<file path="config.mk">
export PLATFORM = sky130hd
export DESIGN_NAME = tmo_timer
export DESIGN_NICKNAME = d
export VERILOG_FILES = /design/src/design/tmo_pkg.sv /design/src/design/tmo_match_if.sv /design/src/design/tmo_match_unit.sv /design/src/design/tmo_timer.sv
export VERILOG_INCLUDE_DIRS = /design/src /design/src/design
export SDC_FILE = /design/constraint.sdc
export NUM_CORES = 1
export LEC_CHECK = 0
export BUFFER_PORTS_ARGS = -buffer_cell sky130_fd_sc_hd__buf_2
export CAP_MARGIN = 0
export CORE_UTILIZATION = 52
export CTS_CLUSTER_DIAMETER = 100
export DETAILED_ROUTE_END_ITERATION = 8
export GPL_ROUTABILITY_DRIVEN = 0
export PLACE_DENSITY = 0.8
export SLEW_MARGIN = 0
export SYNTH_ARGS = -nofsm -noshare
export SYNTH_HDL_FRONTEND = slang
export SYNTH_SLANG_ARGS = --single-unit
</file>
<file path="constraint.sdc">
create_clock -name ref_clk -period 2.93 [get_ports ref_clk]
set_input_delay 0.7325 -clock ref_clk [delete_from_list [all_inputs] [get_ports ref_clk]]
set_output_delay 0.7325 -clock ref_clk [all_outputs]
set_load 0.01 [all_outputs]
</file>
<file path="src/design/tmo_defs.svh">
/*
 * Register map, field positions and reset values of the 8-bit compare timer.
 * Assumes inclusion by bare name from the core module, the checker and the bench.
 */
`ifndef TMO_DEFS_SVH
`define TMO_DEFS_SVH

// ----------------------------------------------------------------------
// Register byte offsets
// ----------------------------------------------------------------------
`define TMO_ADDR_W 8
`define TMO_OFF_STATUS 8'h00
`define TMO_OFF_COUNT 8'h04
`define TMO_OFF_CONST_A 8'h08
`define TMO_OFF_CONST_B 8'h0c
`define TMO_OFF_CTRL 8'h10
`define TMO_OFF_CCTRL 8'h14

// ----------------------------------------------------------------------
// Status / output control fields
// ----------------------------------------------------------------------
`define TMO_BIT_MATCH_B 7
`define TMO_BIT_MATCH_A 6
`define TMO_BIT_WRAP 5
`define TMO_BIT_FIXED 4
`define TMO_SEL_B_HI 3
`define TMO_SEL_B_LO 2
`define TMO_SEL_A_HI 1
`define TMO_SEL_A_LO 0

// ----------------------------------------------------------------------
// Control fields
// ----------------------------------------------------------------------
`define TMO_CLR_SEL_HI 1
`define TMO_CLR_SEL_LO 0
`define TMO_BIT_RUN 2
`define TMO_BIT_EXT_LEVEL 0

// ----------------------------------------------------------------------
// Reset values
// ----------------------------------------------------------------------
`define TMO_OSEL_RST 4'h0
`define TMO_FLAGS_RST 3'h0
`define TMO_CLR_SEL_RST 2'h0
`define TMO_RUN_RST 1'h0
`define TMO_EXT_LEVEL_RST 1'h0
`define TMO_COUNT_RST 8'h00
`define TMO_CONST_RST 8'hff
`define TMO_PIN_RST 1'h0

`endif

</file>
<file path="src/design/tmo_pkg.sv">
/*
 * Types shared by the compare timer core and its match units.
 * Assumes the constants header sits next to it.
 */
package tmo_pkg;

    // Pin action taken on a compare match
    typedef enum logic [1:0] {
        TMO_ACT_KEEP = 2'h0,
        TMO_ACT_LOW = 2'h1,
        TMO_ACT_HIGH = 2'h2,
        TMO_ACT_TOGGLE = 2'h3
    } tmo_act_t;

    // Counter clear source
    typedef enum logic [1:0] {
        TMO_CLR_NONE = 2'h0,
        TMO_CLR_MATCH_A = 2'h1,
        TMO_CLR_MATCH_B = 2'h2,
        TMO_CLR_EXT = 2'h3
    } tmo_clr_t;

endpackage

</file>
<file path="src/design/tmo_match_if.sv">
/*
 * Bundle between the timer core and one compare match unit.
 * Assumes both ends share one clock domain.
 */
`timescale 1ns/1ps

interface tmo_match_if #(
    parameter int CNT_W = 8
);
    import tmo_pkg::*;

    logic [CNT_W-1:0] count;
    logic [CNT_W-1:0] constant;
    logic tick;
    logic pin;
    tmo_act_t act;
    logic match;
    logic drive;
    logic level;

    modport unit (
        input count,
        input constant,
        input tick,
        input pin,
        input act,
        output match,
        output drive,
        output level
    );

    modport core (
        output count,
        output constant,
        output tick,
        output pin,
        output act,
        input match,
        input drive,
        input level
    );
endinterface

</file>
<file path="src/design/tmo_match_unit.sv">
/*
 * One compare channel: equality against a constant and the pin action.
 * Assumes the core supplies the count tick and the current pin level.
 */
`timescale 1ns/1ps

module tmo_match_unit import tmo_pkg::*; (
    tmo_match_if.unit mi
);

    // ----------------------------------------------------------------------
    // Match and pin action
    // ----------------------------------------------------------------------
    // Match only in the last state before the counter moves
    always_comb begin
        mi.match = mi.tick && (mi.count == mi.constant);
        mi.drive = 1'b0;
        mi.level = mi.pin;
        if (mi.match) begin
            case (mi.act)
                TMO_ACT_KEEP: begin
                    mi.drive = 1'b0;
                end
                TMO_ACT_LOW: begin
                    mi.drive = 1'b1;
                    mi.level = 1'b0;
                end
                TMO_ACT_HIGH: begin
                    mi.drive = 1'b1;
                    mi.level = 1'b1;
                end
                TMO_ACT_TOGGLE: begin
                    mi.drive = 1'b1;
                    mi.level = ~mi.pin;
                end
                default: begin
                    mi.drive = 1'b0;
                end
            endcase
        end
    end

endmodule

</file>
<file path="src/design/tmo_timer.sv">
/*
 * 8-bit compare timer channel: counter, two compare constants, status
 * flags with read-then-write-0 clearing, and the waveform output pin.
 * Assumes an APB master on ref_clk and pins synchronous to ref_clk.
 */
// Chosen here: the APB register port and the address map.
`timescale 1ns/1ps
`include "tmo_defs.svh"

module tmo_timer import tmo_pkg::*; #(
    parameter int CNT_W = 8
) (
    input wire logic ref_clk,
    input wire logic nrst,
    input wire logic ce,
    input wire logic psel,
    input wire logic penable,
    input wire logic pwrite,
    input wire logic [`TMO_ADDR_W-1:0] paddr,
    input wire logic [31:0] pwdata,
    output logic [31:0] prdata,
    output logic pready,
    output logic pslverr,
    input wire logic ext_clear_in,
    input wire logic xfer_act_a,
    input wire logic xfer_act_b,
    input wire logic xfer_int_select_a,
    input wire logic xfer_int_select_b,
    output logic match_a_irq,
    output logic match_b_irq,
    output logic wave_out_pin,
    output logic wave_out_en
);

    // ----------------------------------------------------------------------
    // Elaboration check
    // ----------------------------------------------------------------------
    // Status byte layout is fixed; counter must fit the data bus
    if (CNT_W != 8) begin : g_bad_width
        $error("tmo_timer: CNT_W must be 8");
    end

    // ----------------------------------------------------------------------
    // State
    // ----------------------------------------------------------------------
    logic [CNT_W-1:0] count_value_reg, count_value_next;
    logic [CNT_W-1:0] constant_a_reg, constant_a_next;
    logic [CNT_W-1:0] constant_b_reg, constant_b_next;
    logic [2:0] flags_reg, flags_next;
    logic [2:0] seen_reg, seen_next;
    logic [3:0] out_sel_reg, out_sel_next;
    logic [1:0] clear_sel_reg, clear_sel_next;
    logic run_reg, run_next;
    logic ext_clear_level_sel_reg, ext_clear_level_sel_next;
    logic ext_prev_reg, ext_prev_next;
    logic pin_reg, pin_next;
    logic ready_reg, ready_next;
    logic [31:0] prdata_reg, prdata_next;

    logic tick;
    logic hit;
    logic access;
    logic wr_fire;
    logic rd_fire;
    logic counter_clear;
    logic wrap;
    logic [7:0] status_view;
    logic [31:0] read_mux;
    tmo_clr_t clr_mode;

    tmo_match_if #(.CNT_W(CNT_W)) ma_if ();
    tmo_match_if #(.CNT_W(CNT_W)) mb_if ();

    // ----------------------------------------------------------------------
    // Compare units
    // ----------------------------------------------------------------------
    tmo_match_unit u_match_a (
        .mi(ma_if)
    );

    tmo_match_unit u_match_b (
        .mi(mb_if)
    );

    // Feed both units from the shared counter
    assign tick = ce && run_reg;
    assign ma_if.count = count_value_reg;
    assign ma_if.constant = constant_a_reg;
    assign ma_if.tick = tick;
    assign ma_if.pin = pin_reg;
    assign ma_if.act = tmo_act_t'(out_sel_reg[`TMO_SEL_A_HI:`TMO_SEL_A_LO]);
    assign mb_if.count = count_value_reg;
    assign mb_if.constant = constant_b_reg;
    assign mb_if.tick = tick;
    assign mb_if.pin = pin_reg;
    assign mb_if.act = tmo_act_t'(out_sel_reg[`TMO_SEL_B_HI:`TMO_SEL_B_LO]);

    // ----------------------------------------------------------------------
    // Bus decode
    // ----------------------------------------------------------------------
    // One wait state so read data always comes from a flop
    assign access = psel && penable;
    assign wr_fire = ce && access && ready_reg && pwrite;
    assign rd_fire = ce && access && ready_reg && !pwrite;
    assign hit = (paddr == `TMO_OFF_STATUS) || (paddr == `TMO_OFF_COUNT) ||
                 (paddr == `TMO_OFF_CONST_A) || (paddr == `TMO_OFF_CONST_B) ||
                 (paddr == `TMO_OFF_CTRL) || (paddr == `TMO_OFF_CCTRL);
    assign pready = ready_reg && ce;
    assign pslverr = ready_reg && ce && access && !hit;
    assign prdata = prdata_reg;

    always_comb begin
        status_view = {flags_reg, 1'b1, out_sel_reg};
    end

    // Read data selection
    always_comb begin
        read_mux = 32'h0000_0000;
        case (paddr)
            `TMO_OFF_STATUS: read_mux[7:0] = status_view;
            `TMO_OFF_COUNT: read_mux[CNT_W-1:0] = count_value_reg;
            `TMO_OFF_CONST_A: read_mux[CNT_W-1:0] = constant_a_reg;
            `TMO_OFF_CONST_B: read_mux[CNT_W-1:0] = constant_b_reg;
            `TMO_OFF_CTRL: read_mux[2:0] = {run_reg, clear_sel_reg};
            `TMO_OFF_CCTRL: read_mux[0] = ext_clear_level_sel_reg;
            default: read_mux = 32'h0000_0000;
        endcase
    end

    // Bus handshake next state
    always_comb begin
        ready_next = ready_reg;
        prdata_next = prdata_reg;
        if (ce) begin
            if (access && !ready_reg) begin
                ready_next = 1'b1;
                prdata_next = pwrite ? 32'h0000_0000 : read_mux;
            end else begin
                ready_next = 1'b0;
            end
        end
    end

    // ----------------------------------------------------------------------
    // Counter
    // ----------------------------------------------------------------------
    assign clr_mode = tmo_clr_t'(clear_sel_reg);
    // roll from all ones to zero
    assign wrap = tick && (count_value_reg == {CNT_W{1'b1}}) && !counter_clear;

    // Clear source decode
    always_comb begin
        counter_clear = 1'b0;
        case (clr_mode)
            TMO_CLR_NONE: counter_clear = 1'b0;
            TMO_CLR_MATCH_A: counter_clear = ma_if.match;
            TMO_CLR_MATCH_B: counter_clear = mb_if.match;
            TMO_CLR_EXT: begin
                if (ext_clear_level_sel_reg) begin
                    counter_clear = ce && ext_clear_in;
                end else begin
                    counter_clear = ce && ext_clear_in && !ext_prev_reg;
                end
            end
            default: counter_clear = 1'b0;
        endcase
    end

    // Count next state; clear beats a software load
    always_comb begin
        count_value_next = count_value_reg;
        ext_prev_next = ext_prev_reg;
        if (ce) begin
            ext_prev_next = ext_clear_in;
            if (counter_clear) begin
                count_value_next = '0;
            end else if (wr_fire && paddr == `TMO_OFF_COUNT) begin
                count_value_next = pwdata[CNT_W-1:0];
            end else if (tick) begin
                count_value_next = count_value_reg + 1'b1;
            end
        end
    end

    // ----------------------------------------------------------------------
    // Configuration registers
    // ----------------------------------------------------------------------
    always_comb begin
        constant_a_next = constant_a_reg;
        constant_b_next = constant_b_reg;
        out_sel_next = out_sel_reg;
        clear_sel_next = clear_sel_reg;
        run_next = run_reg;
        ext_clear_level_sel_next = ext_clear_level_sel_reg;
        if (wr_fire) begin
            case (paddr)
                `TMO_OFF_STATUS: out_sel_next = pwdata[`TMO_SEL_B_HI:`TMO_SEL_A_LO];
                `TMO_OFF_CONST_A: constant_a_next = pwdata[CNT_W-1:0];
                `TMO_OFF_CONST_B: constant_b_next = pwdata[CNT_W-1:0];
                `TMO_OFF_CTRL: begin
                    clear_sel_next = pwdata[`TMO_CLR_SEL_HI:`TMO_CLR_SEL_LO];
                    run_next = pwdata[`TMO_BIT_RUN];
                end
                `TMO_OFF_CCTRL: ext_clear_level_sel_next = pwdata[`TMO_BIT_EXT_LEVEL];
                default: run_next = run_reg;
            endcase
        end
    end

    // ----------------------------------------------------------------------
    // Status flags
    // ----------------------------------------------------------------------
    // Index 2 = match B, 1 = match A, 0 = wrap; a set always beats a clear
    always_comb begin
        logic [2:0] set_v;
        logic [2:0] clr_v;
        set_v = 3'h0;
        clr_v = 3'h0;
        flags_next = flags_reg;
        seen_next = seen_reg;
        if (ce) begin
            set_v[2] = mb_if.match;
            set_v[1] = ma_if.match;
            set_v[0] = wrap;
            if (rd_fire && paddr == `TMO_OFF_STATUS) begin
                seen_next = seen_reg | prdata_reg[`TMO_BIT_MATCH_B:`TMO_BIT_WRAP];
            end
            if (wr_fire && paddr == `TMO_OFF_STATUS) begin
                clr_v = seen_reg & ~pwdata[`TMO_BIT_MATCH_B:`TMO_BIT_WRAP];
                seen_next = 3'h0;
            end
            if (xfer_act_b && !xfer_int_select_b) begin
                clr_v[2] = 1'b1;
            end
            if (xfer_act_a && !xfer_int_select_a) begin
                clr_v[1] = 1'b1;
            end
            flags_next = (flags_reg & ~clr_v) | set_v;
        end
    end

    assign match_a_irq = flags_reg[1];
    assign match_b_irq = flags_reg[2];

    // ----------------------------------------------------------------------
    // Waveform output
    // ----------------------------------------------------------------------
    // A sets, B clears in pulse mode; A wins a tie
    // pulse train from clear on A
    always_comb begin
        pin_next = pin_reg;
        if (ce) begin
            if (ma_if.drive) begin
                pin_next = ma_if.level;
            end else if (mb_if.drive) begin
                pin_next = mb_if.level;
            end
        end
    end

    assign wave_out_pin = pin_reg;
    assign wave_out_en = |out_sel_reg;

    // ----------------------------------------------------------------------
    // Registers
    // ----------------------------------------------------------------------
    always_ff @(posedge ref_clk or negedge nrst) begin
        if (!nrst) begin
            count_value_reg <= `TMO_COUNT_RST;
            constant_a_reg <= `TMO_CONST_RST;
            constant_b_reg <= `TMO_CONST_RST;
            flags_reg <= `TMO_FLAGS_RST;
            seen_reg <= `TMO_FLAGS_RST;
            out_sel_reg <= `TMO_OSEL_RST;
            clear_sel_reg <= `TMO_CLR_SEL_RST;
            run_reg <= `TMO_RUN_RST;
            ext_clear_level_sel_reg <= `TMO_EXT_LEVEL_RST;
            ext_prev_reg <= 1'b0;
            pin_reg <= `TMO_PIN_RST;
            ready_reg <= 1'b0;
            prdata_reg <= 32'h0000_0000;
        end else begin
            count_value_reg <= count_value_next;
            constant_a_reg <= constant_a_next;
            constant_b_reg <= constant_b_next;
            flags_reg <= flags_next;
            seen_reg <= seen_next;
            out_sel_reg <= out_sel_next;
            clear_sel_reg <= clear_sel_next;
            run_reg <= run_next;
            ext_clear_level_sel_reg <= ext_clear_level_sel_next;
            ext_prev_reg <= ext_prev_next;
            pin_reg <= pin_next;
            ready_reg <= ready_next;
            prdata_reg <= prdata_next;
        end
    end

endmodule

</file>
==> results of run 1 <==
==> synth_stat cells, types with 2 or more instances <==
cell type	n
o31ai_1	5
and4_1	2
nand4_1	4
o31a_1	2
o21ai_0	10
buf_6	3
nor3_1	12
nor2b_1	4
nand3_1	6
nand2_1	33
mux2i_1	3
buf_2	7
o21ai_1	3
buf_4	24
a22o_1	2
dfstp_2	16
and3_1	2
clkbuf_1	4
dfrtp_1	33
inv_1	7
a21oi_1	12
nor3b_1	2
nor3_2	2
nand4b_1	2
nor4_2	2
mux4_2	7
xor2_1	6
a211o_1	3
mux2_2	24
a22oi_1	2
a31oi_1	2
nor2_1	17
xnor2_1	10
==> cells in the final DEF (no fill, tap or decap), drive strengths merged, types with 3 or more instances in the layout <==
cell / instances
mux2i: 3
mux4: 7
a21oi: 12
dfstp: 16
nor3: 14
nor4: 4
xor2: 6
nand4: 4
a211o: 3
nand2: 33
mux2: 24
nor2b: 4
o31ai: 5
nor2: 17
dfrtp: 33
o21ai: 13
conb: 24
inv: 7
buf: 50
clkbuf: 8
xnor2: 10
nand3: 6
==> worst max-delay path, delay by kind of cell <==
kind | cells | cell delay (ns)
buf+inv | 2 | 0.24
simple gates | 3 | 0.85
==> cell type report <==
type	instances	share of cell area, %
repair buffers	50	8.37
well taps	72	2.74
clock buffers	8	2.44
flip-flops and latches	49	37.9
inverters	7	0.799
multi-input cells	222	47.8
==> logic make-up after synthesis <==
family                     share of synthesized area [%]
adders and majority gates                          0.414
muxes                                               15.1
and+or+nand+nor                                     17.6
buffers and inverters                               9.72
other                                              0.124
DFF                                                 41.2
AOI/OAI and AO/OA                                   11.2
xor gates and xnor gates                            4.63
==> where the power goes <==
| group | internal (mW) | leakage (nW) | switching [mW] |
|---|---|---|---|
| clock network | 0.170 | 0.0395 | 0.213 |
| registers | 0.681 | 0.613 | 0.00280 |
| logic | 0.0309 | 0.841 | 0.0659 |
| total | 0.882 | 1.49 | 0.282 |
==> layer usage <==
| layer | global-route usage (%) | vias to the layer above | wire [um] |
|---|---|---|---|
| li1 | - | 1091 | - |
| met1 | 32.2 | 1135 | 2770 |
| met2 | 38.7 | 89 | 3260 |
| met3 | 3.60 | 11 | 472 |
| met4 | 9.44 | 0 | 119 |
| met5 | 0 | - | 0 |
==> worst paths after layout <==
check,start,endpoint,slack [ns],depth (start not counted)
max,paddr[1],pslverr,0.38,5
min,nrst,out_sel_reg[2]$_DFFE_PN0P_,0.31,1
max reg2reg,count_value_reg[2]$_DFFE_PN0P_,count_value_reg[6]$_DFFE_PN0P_,0.56,7
min reg2reg,prdata[4]$_DFFE_PN0P_,prdata[4]$_DFFE_PN0P_,0.48,2
max in group asynchronous,nrst,constant_b_reg[4]$_DFFE_PN1P_,1.83,2
min in group ref_clk,prdata[4]$_DFFE_PN0P_,prdata[4]$_DFFE_PN0P_,0.48,2
==> key figures, run 1 <==
STA
  – Fin crit period: 2.55 ns
  – Relative slew slack: 57.2%
  – Period utilization: 87.2%
  – Setup ws final: 0.376 ns
  – Maximum clock rate: 391 MHz
  – RSZ-0062 raised after global routing: no
  – Hold slack: 0.308 ns
  – Max Slew Vio Count: 0
  – Setup TNS Final: 0 ns
  – Worst slew pin tran: 0.634 ns
  – Clk_skew: 0.00703 ns
  – Final setup viols: 0
  – Final hold violations: 0

Final layout
  – Non-Filler Instances: 408
  – Fin util: 59.3%
  – Number of fillers in the final layout: 487
  – ANT cells: 0
  – NumNets Final: 387
  – Final Cell Area: 3290 um2
  – Multi-input gate area: 1570 um2
  – Area growth syn-to-layout: 8.73%
  – Layout cells sized above 1: 33.6%
  – Sequential cell area: 1250 um2

Setup path
  – WP data required: 2.20 ns
  – Slowest cell delay on critical path: 0.34 ns
  – Critical path startpoint category: primary input
  – Critical path, cell by cell: buf_2 -> nor4_2 -> nand2_1 -> and3_1 -> buf_2
  – Worst setup EP type: output port
  – CP most frequent cell: buf_2
  – Type of the worst setup path: in2out
  – Critical path's slowest cell: nor4_2
  – Crit path DAT: 1.82 ns
  – CP Max Fanout: 7

GRT
  – Total GRT Usage: 23.9%
  – Vias in the first global route: 2282
  – First-pass GRT wire length: 11200 um
  – Maximum number of pins on one net before global-route repair: 37
  – Antenna violations before repair: 0
  – Global-route congestion overflow total: 0

CTS
  – CTS buffer count: 5
  – Clk sinks: 49
  – PostCTS Resize Cnt: 0
  – CTS tree: yes
  – CTS clk-pin slew, worst paths: 0.09 ns
  – Clock H-tree levels: 2
  – # Post-CTS Setup Buffers: 0
  – Hold buffer count at CTS: 0
  – Root Buffer: clkbuf_8
  – Clock buffer depth: 2
  – Clk Latency, worst-skew pair: 0.31 ns

Outcome
  – Outcome: complete, no violations

Drt
  – Final antenna-violating net count: 0
  – Vias post-DR: 2326
  – Wire length per cell: 16.2 um
  – Detailed Route WL: 6620 um
  – Vias per cell: 5.70
  – DRC violations left: 0
  – Iteration-0 DRC Markers: 182
  – DR pass1 iterations: 4

Logic synthesis
  – Dominant synthesized flop cell: dfrtp_1
  – EDFF count, synth: 0
  – Sequential area share after synthesis: 41.2%
  – Synth Instances: 294
  – Distinct cells, synth: 54
  – Seq cells post-synth: 49
  – Ys Warns: 0
  – Mapped Area: 3020 um2
  – Synth area leaders: dfrtp_1 (27%), dfstp_2 (14%), mux2_2 (8.9%), buf_4 (6.0%), mux4_2 (5.2%)
  – Cell taking the most area after synthesis: dfrtp_1
  – Share of the synthesized area in the top cell type: 27.3%
  – Post-synthesis async set-or-reset flop share: 100%
  – Mean post-synth cell area: 10.3 um2

Placed design
  – Port Buffers: 40
  – Placed instance area: 3210 um2
  – Post-DP HPWL: 5070 um
  – Placed Cells: 400
  – Worst slack, placed: 0.283 ns

Floorplan
  – DIE HEIGHT: 78.3 um
  – Core area: 5540 um2
  – Die area: 6120 um2
  – # rows: 27
  – Die X: 78.3 um
  – # IOs: 89
  – Starting density of the core: 54.6%

Power
  – LEAKAGE: 1.49 nW
  – Peak supply drop: 0.236 mV
  – PD cells: 354 nW/um2
  – Tot Pwr: 1.16 mW

Min path
  – Hold crit path type: in2async

Job
  – MaxCap Viol Count: 0
No activity file was read; power rests on OpenSTA's default activity.
==> run 2, diff against run 1 <==
==> constraint.sdc (replaced) <==
create_clock -name ref_clk -period 2.93 [get_ports ref_clk]
set_input_delay 0.586 -clock ref_clk [delete_from_list [all_inputs] [get_ports ref_clk]]
set_output_delay 0.586 -clock ref_clk [all_outputs]
set_load 0.01 [all_outputs]
==> run 2 against run 1 <==
  * Sequential share of layout area decreased by 0.41 points
  * Via count increased by 0.77%
  * Routed wire length increased by 1.0%
  * Final area increased by 1.1%
  * Register-to-register slack got worse by 0.12 ns
  * Count of clock-buffer cells in the layout decreased by 1
  * Global-route usage decreased by 0.22 points
  * Critical path type is now reg2reg
  * Critical endpoint is now count_value_reg[3]$_DFFE_PN0P_
==> key figures, run 2 (synthesis results as in run 1) <==
Min path
  – Hold crit path type: in2async

Setup path
  – Slowest cell delay on critical path: 0.58 ns
  – Worst setup EP type: flop
  – Worst Path Buf+Inv: 0
  – CP Max Fanout: 12
  – Crit path DAT: 2.68 ns
  – Type of the worst setup path: reg2reg
  – Critical path startpoint category: flop
  – Critical path's slowest cell: or4_4
  – WP data required: 3.12 ns
  – Critical path, cell by cell: xnor2_1 -> nand4_1 -> or4_4 -> o311ai_4 -> nor2_1 -> a211o_1
  – CP top delay family: simple AND/OR/NAND/NOR gates

STA
  – Final setup viols: 0
  – RSZ-0062 raised after global routing: no
  – Clk_skew: 0.00976 ns
  – Relative slew slack: 59.6%
  – Max Slew Vio Count: 0
  – Maximum clock rate: 401 MHz
  – Final hold violations: 0
  – Fin crit period: 2.49 ns
  – Period utilization: 85.1%
  – Worst slew pin tran: 0.598 ns
  – Setup TNS Final: 0 ns
  – Hold slack: 0.288 ns

Final layout
  – Fin util: 60.0%
  – NumNets Final: 387
  – Most frequent cells in the layout: buf_2 (40), nand2_1 (33), dfrtp_1 (33)
  – Layout cells sized above 1: 34.2%
  – ANT cells: 0
  – Number of fillers in the final layout: 476
  – Non-Filler Instances: 408
  – Sequential cell area: 1250 um2
  – Commonest non-fill, non-tap cell in the layout: buf_2
  – Area growth syn-to-layout: 9.93%
  – Multi-input gate area: 1570 um2

Floorplan
  – Starting density of the core: 54.6%
  – # IOs: 89
  – DIE HEIGHT: 78.3 um
  – Die X: 78.3 um
  – # rows: 27
  – Die area: 6120 um2
  – Core area: 5540 um2

Drt
  – Final antenna-violating net count: 0
  – Detailed Route WL: 6690 um
  – DR pass1 iterations: 4
  – Vias post-DR: 2344
  – Vias per cell: 5.75
  – DRC violations left: 0
  – Iteration-0 DRC Markers: 173
  – Wire length per cell: 16.4 um

Power
  – PD cells: 384 nW/um2
  – Tot Pwr: 1.28 mW
  – LEAKAGE: 1.51 nW
  – Peak supply drop: 0.290 mV

GRT
  – Antenna violations before repair: 0
  – Maximum number of pins on one net before global-route repair: 29
  – Total GRT Usage: 23.7%
  – Global-route congestion overflow total: 0
  – Vias in the first global route: 2216
  – First-pass GRT wire length: 11100 um

CTS
  – Root Buffer: clkbuf_8
  – # Post-CTS Setup Buffers: 0
  – Clk Latency, worst-skew pair: 0.30 ns
  – Clock H-tree levels: 2
  – CTS tree: yes
  – CTS buffer count: 5
  – Clk sinks: 49
  – PostCTS Resize Cnt: 0
  – CTS clk-pin slew, worst paths: 0.09 ns
  – Clock buffer depth: 2
  – Hold buffer count at CTS: 0

Placed design
  – Port Buffers: 40
  – Post-DP HPWL: 5060 um
  – Placed Cells: 400

Job
  – MaxCap Viol Count: 0

Outcome
  – Outcome: complete, no violations
-- run 2: cell count changes in the layout (fill, tap and decap cells not counted), sizes merged --
cell | previous run | this run
bufinv | 0 | 1
clkbuf | 8 | 7
-- run 2: worst paths after layout --
| kind | from | to | slack (ns) | cells after the start |
|---|---|---|---|---|
| hold / removal | nrst | count_value_reg[4]$_DFFE_PN0P_ | 0.29 | 1 |
| min in group ref_clk | prdata[4]$_DFFE_PN0P_ | prdata[4]$_DFFE_PN0P_ | 0.48 | 2 |
| setup reg to reg | count_value_reg[6]$_DFFE_PN0P_ | count_value_reg[3]$_DFFE_PN0P_ | 0.44 | 6 |
| hold reg to reg | prdata[4]$_DFFE_PN0P_ | prdata[4]$_DFFE_PN0P_ | 0.48 | 2 |
| max in group asynchronous | nrst | constant_a_reg[5]$_DFFE_PN1P_ | 1.85 | 2 |
| setup / recovery | count_value_reg[6]$_DFFE_PN0P_ | count_value_reg[3]$_DFFE_PN0P_ | 0.44 | 6 |
-- run 2: metal layers --
| metal | up-vias | track usage, % | wire length, um | share of wire, % |
|---|---|---|---|---|
| li1 | 1084 | - | - | - |
| met4 | 0 | 7.96 | 101 | 1.5 |
| met1 | 1158 | 31.3 | 2820 | 42 |
| met2 | 91 | 38.9 | 3360 | 50 |
| met3 | 11 | 4.77 | 401 | 6.0 |
| met5 | - | 0 | 0 | 0 |
-- run 2: layout make-up --
| cell class | instances | area share, % |
|---|---|---|
| Tap cell | 72 | 2.71 |
| Clock inverter | 1 | 0.903 |
| Clock buffer | 7 | 2.60 |
| Inverter | 7 | 0.790 |
| Multi-Input combinational cell | 222 | 47.2 |
| Timing Repair Buffer | 50 | 8.28 |
| Sequential cell | 49 | 37.5 |
-- run 2: metrics by stage --
stage	area (um2)	setup slack [ns]
CTS	3320	0.446
floorplan	3110	0.656
global placement	3210	0.501
finish	3320	0.435
global route	3320	0.321
detailed placement	3210	0.448
-- run 2: report_power, final --
group	switching [mW]	internal (mW)
Combinational	0.0658	0.0300
Clock	0.220	0.278
Sequential	0.00270	0.681
==> run 3, diff against run 2 <==
- BUFFER_PORTS_ARGS: -buffer_cell sky130_fd_sc_hd__buf_2 -> unset
- CORE_UTILIZATION: 52 -> 55
- DONT_BUFFER_PORTS: unset -> 1
- PLACE_DENSITY: 0.8 -> 0.7
==> run 3 against run 2 <==
  * Register-to-register slack about the same
  * Maximum frequency about the same
  * Routed wire length decreased by 0.75%
  * Total power decreased by 9.5%
  * Non-clock buffer count decreased by 41
  * Utilization decreased by 0.44 points
  * Count of clock-buffer cells in the layout increased by 1
  * Global-route usage increased by 1.3 points
  * Via count decreased by 8.5%
  * Final cell count decreased by 11%
  * Critical path type unchanged
  * Highest routed layer unchanged
==> key figures, run 3 (synthesis results as in run 1) <==
Outcome
  – Outcome: complete, no violations

CTS
  – Clk sinks: 49
  – Clock H-tree levels: 2
  – Clk Latency, worst-skew pair: 0.31 ns
  – Clock buffer depth: 2
  – Root Buffer: clkbuf_8
  – # Post-CTS Setup Buffers: 0
  – CTS tree: yes
  – CTS clk-pin slew, worst paths: 0.09 ns
  – CTS buffer count: 5

STA
  – RSZ-0062 raised after global routing: no
  – Final hold violations: 0
  – Final setup viols: 0
  – Max Slew Vio Count: 0
  – Fin crit period: 2.49 ns
  – Setup TNS Final: 0 ns
  – Period utilization: 85.1%
  – Maximum clock rate: 401 MHz
  – Worst slew pin tran: 0.672 ns
  – Clk_skew: 0.0111 ns
  – Relative slew slack: 54.6%
  – Hold slack: 0.0992 ns

Setup path
  – Slowest cell delay on critical path: 0.57 ns
  – Crit path DAT: 2.69 ns
  – Worst setup EP type: flop
  – Reg2reg end: count_value_reg[4]$_DFFE_PN0P_
  – Critical path's slowest cell: or4_4
  – Crit path from: count_value_reg[2]$_DFFE_PN0P_
  – CP Max Fanout: 12
  – WP data required: 3.13 ns
  – Critical path, cell by cell: xnor2_1 -> nand4_1 -> or4_4 -> o311ai_4 -> nor3_1 -> a211o_1
  – Crit path depth: 6
  – R2r setup slk: 0.44 ns
  – Critical path startpoint category: flop
  – CP top delay family: compound AO/OA/AOI/OAI gates
  – CP endpoint: count_value_reg[4]$_DFFE_PN0P_
  – Worst Path Buf+Inv: 0
  – Type of the worst setup path: reg2reg
  – Reg2Reg Launch Point: count_value_reg[2]$_DFFE_PN0P_
  – Worst R2R Path Depth: 6

Drt
  – Vias post-DR: 2144
  – DRC violations left: 0
  – Final antenna-violating net count: 0
  – Wire length per cell: 18.2 um
  – Detailed Route WL: 6640 um
  – Vias per cell: 5.87
  – Iteration-0 DRC Markers: 155
  – DR pass1 iterations: 5

Final layout
  – Layout cells sized above 1: 24.7%
  – Area growth syn-to-layout: 2.52%
  – Final Cell Area: 3100 um2
  – ANT cells: 0
  – Most frequent cells in the layout: nand2_1 (33), dfrtp_1 (33), mux2_2 (24), conb_1 (24), nor2_1 (17)
  – Number of fillers in the final layout: 477
  – NumNets Final: 346

Floorplan
  – Die X: 76.2 um
  – # rows: 26
  – Starting density of the core: 58.1%
  – DIE HEIGHT: 76.2 um
  – Die area: 5800 um2
  – Core area: 5200 um2
  – # IOs: 89

Power
  – Int Pwr: 0.892 mW
  – Switch share: 22.8%
  – PD cells: 373 nW/um2
  – Switch Pwr: 0.263 mW
  – Flop pwr share: 59.2%
  – Clock Power Share: 36.0%
  – Peak supply drop: 0.210 mV
  – Comb pwr share: 4.8%
  – LEAKAGE: 1.32 nW

GRT
  – First-pass GRT wire length: 11100 um
  – M2 GR Usage: 41.7%
  – Busiest grt layer: met2
  – Global-route congestion overflow total: 0
  – Vias in the first global route: 2125
  – Met3 global-route usage: 5.39%
  – Maximum number of pins on one net before global-route repair: 34
  – Antenna violations before repair: 0
  – Met1 Use GR: 32.6%
  – Total GRT Usage: 24.9%

Placed design
  – Port Buffers: 0
  – Placed instance area: 2990 um2
  – Post-DP HPWL: 4830 um

Min path
  – Hold crit path type: in2async

Job
  – MaxCap Viol Count: 0
run 3: cell count changes in the layout (fill, tap and decap cells not counted):
cell       change
clkbuf_1       +1
bufinv_16      -1
buf_2         -40
buf_4          -2
buf_12         +1
run 3: worst reg2reg max path, stage by stage (launching register included):
cell and delay (ns):
dfrtp_1 0.48, xnor2_1 0.24, nand4_1 0.15, or4_4 0.57, o311ai_4 0.53, nor3_1 0.11, a211o_1 0.30
run 3: power by group through the flow:
| stage | combinational [mW] | sequential, mW | clock [mW] |
|---|---|---|---|
| finish | 0.0558 | 0.684 | 0.416 |
| global route | 0.0622 | 0.684 | 0.453 |
| CTS | 0.0557 | 0.684 | 0.425 |
| detailed placement | 0.0428 | 0.696 | 0 |
| global placement | 0.0424 | 0.696 | 0 |
| floorplan | 0.0712 | 0.696 | 0 |
run 3: worst min path at each step:
stage,to,from,slack (ns),cells after the start
5_1_grt,constant_a_reg[6]$_DFFE_PN1P_,nrst,0.09,0
6_report,flags_reg[1]$_DFFE_PN0P_,nrst,0.1,1
3_3_place_gp,prdata[7]$_DFFE_PN0P_,nrst,0.29,0
4_1_cts,constant_a_reg[6]$_DFFE_PN1P_,nrst,0.1,0
3_5_place_dp,prdata[7]$_DFFE_PN0P_,nrst,0.29,0
2_1_floorplan,clear_sel_reg[0]$_DFFE_PN0P_,nrst,0.29,0
run 3: cell type report:
cell class	instances	area (um2)	share of cell area, %
timing repair buffer	9	80.1	2.58
inverter	7	26.3	0.847
multi-input combinational	222	1570	50.6
sequential	49	1250	40.2
tap	70	87.6	2.82
clock buffer	8	90.1	2.91
run 3: per-layer routing:
layer | vias up | wire, um
li1 | 1005 | -
met1 | 1041 | 2810
met2 | 92 | 3230
met3 | 6 | 530
met4 | 0 | 66
met5 | - | 0
run 3: through the flow:
stage | setup WS [ns] | std cells | power (mW) | util, %
5_1_grt | 0.326 | 365 | 1.20 | 59.6
3_3_place_gp | 0.497 | 356 | 0.738 | 57.5
4_1_cts | 0.451 | 365 | 1.16 | 59.6
6_report | 0.437 | 365 | 1.16 | 59.6
3_5_place_dp | 0.459 | 356 | 0.739 | 57.5
2_1_floorplan | 0.656 | 317 | 0.767 | -
run 3: timing repair:
item	4_1_cts	5_1_grt
endpoints found under the hold margin	33	0
hold buffers	1	0
resized for setup	0	0
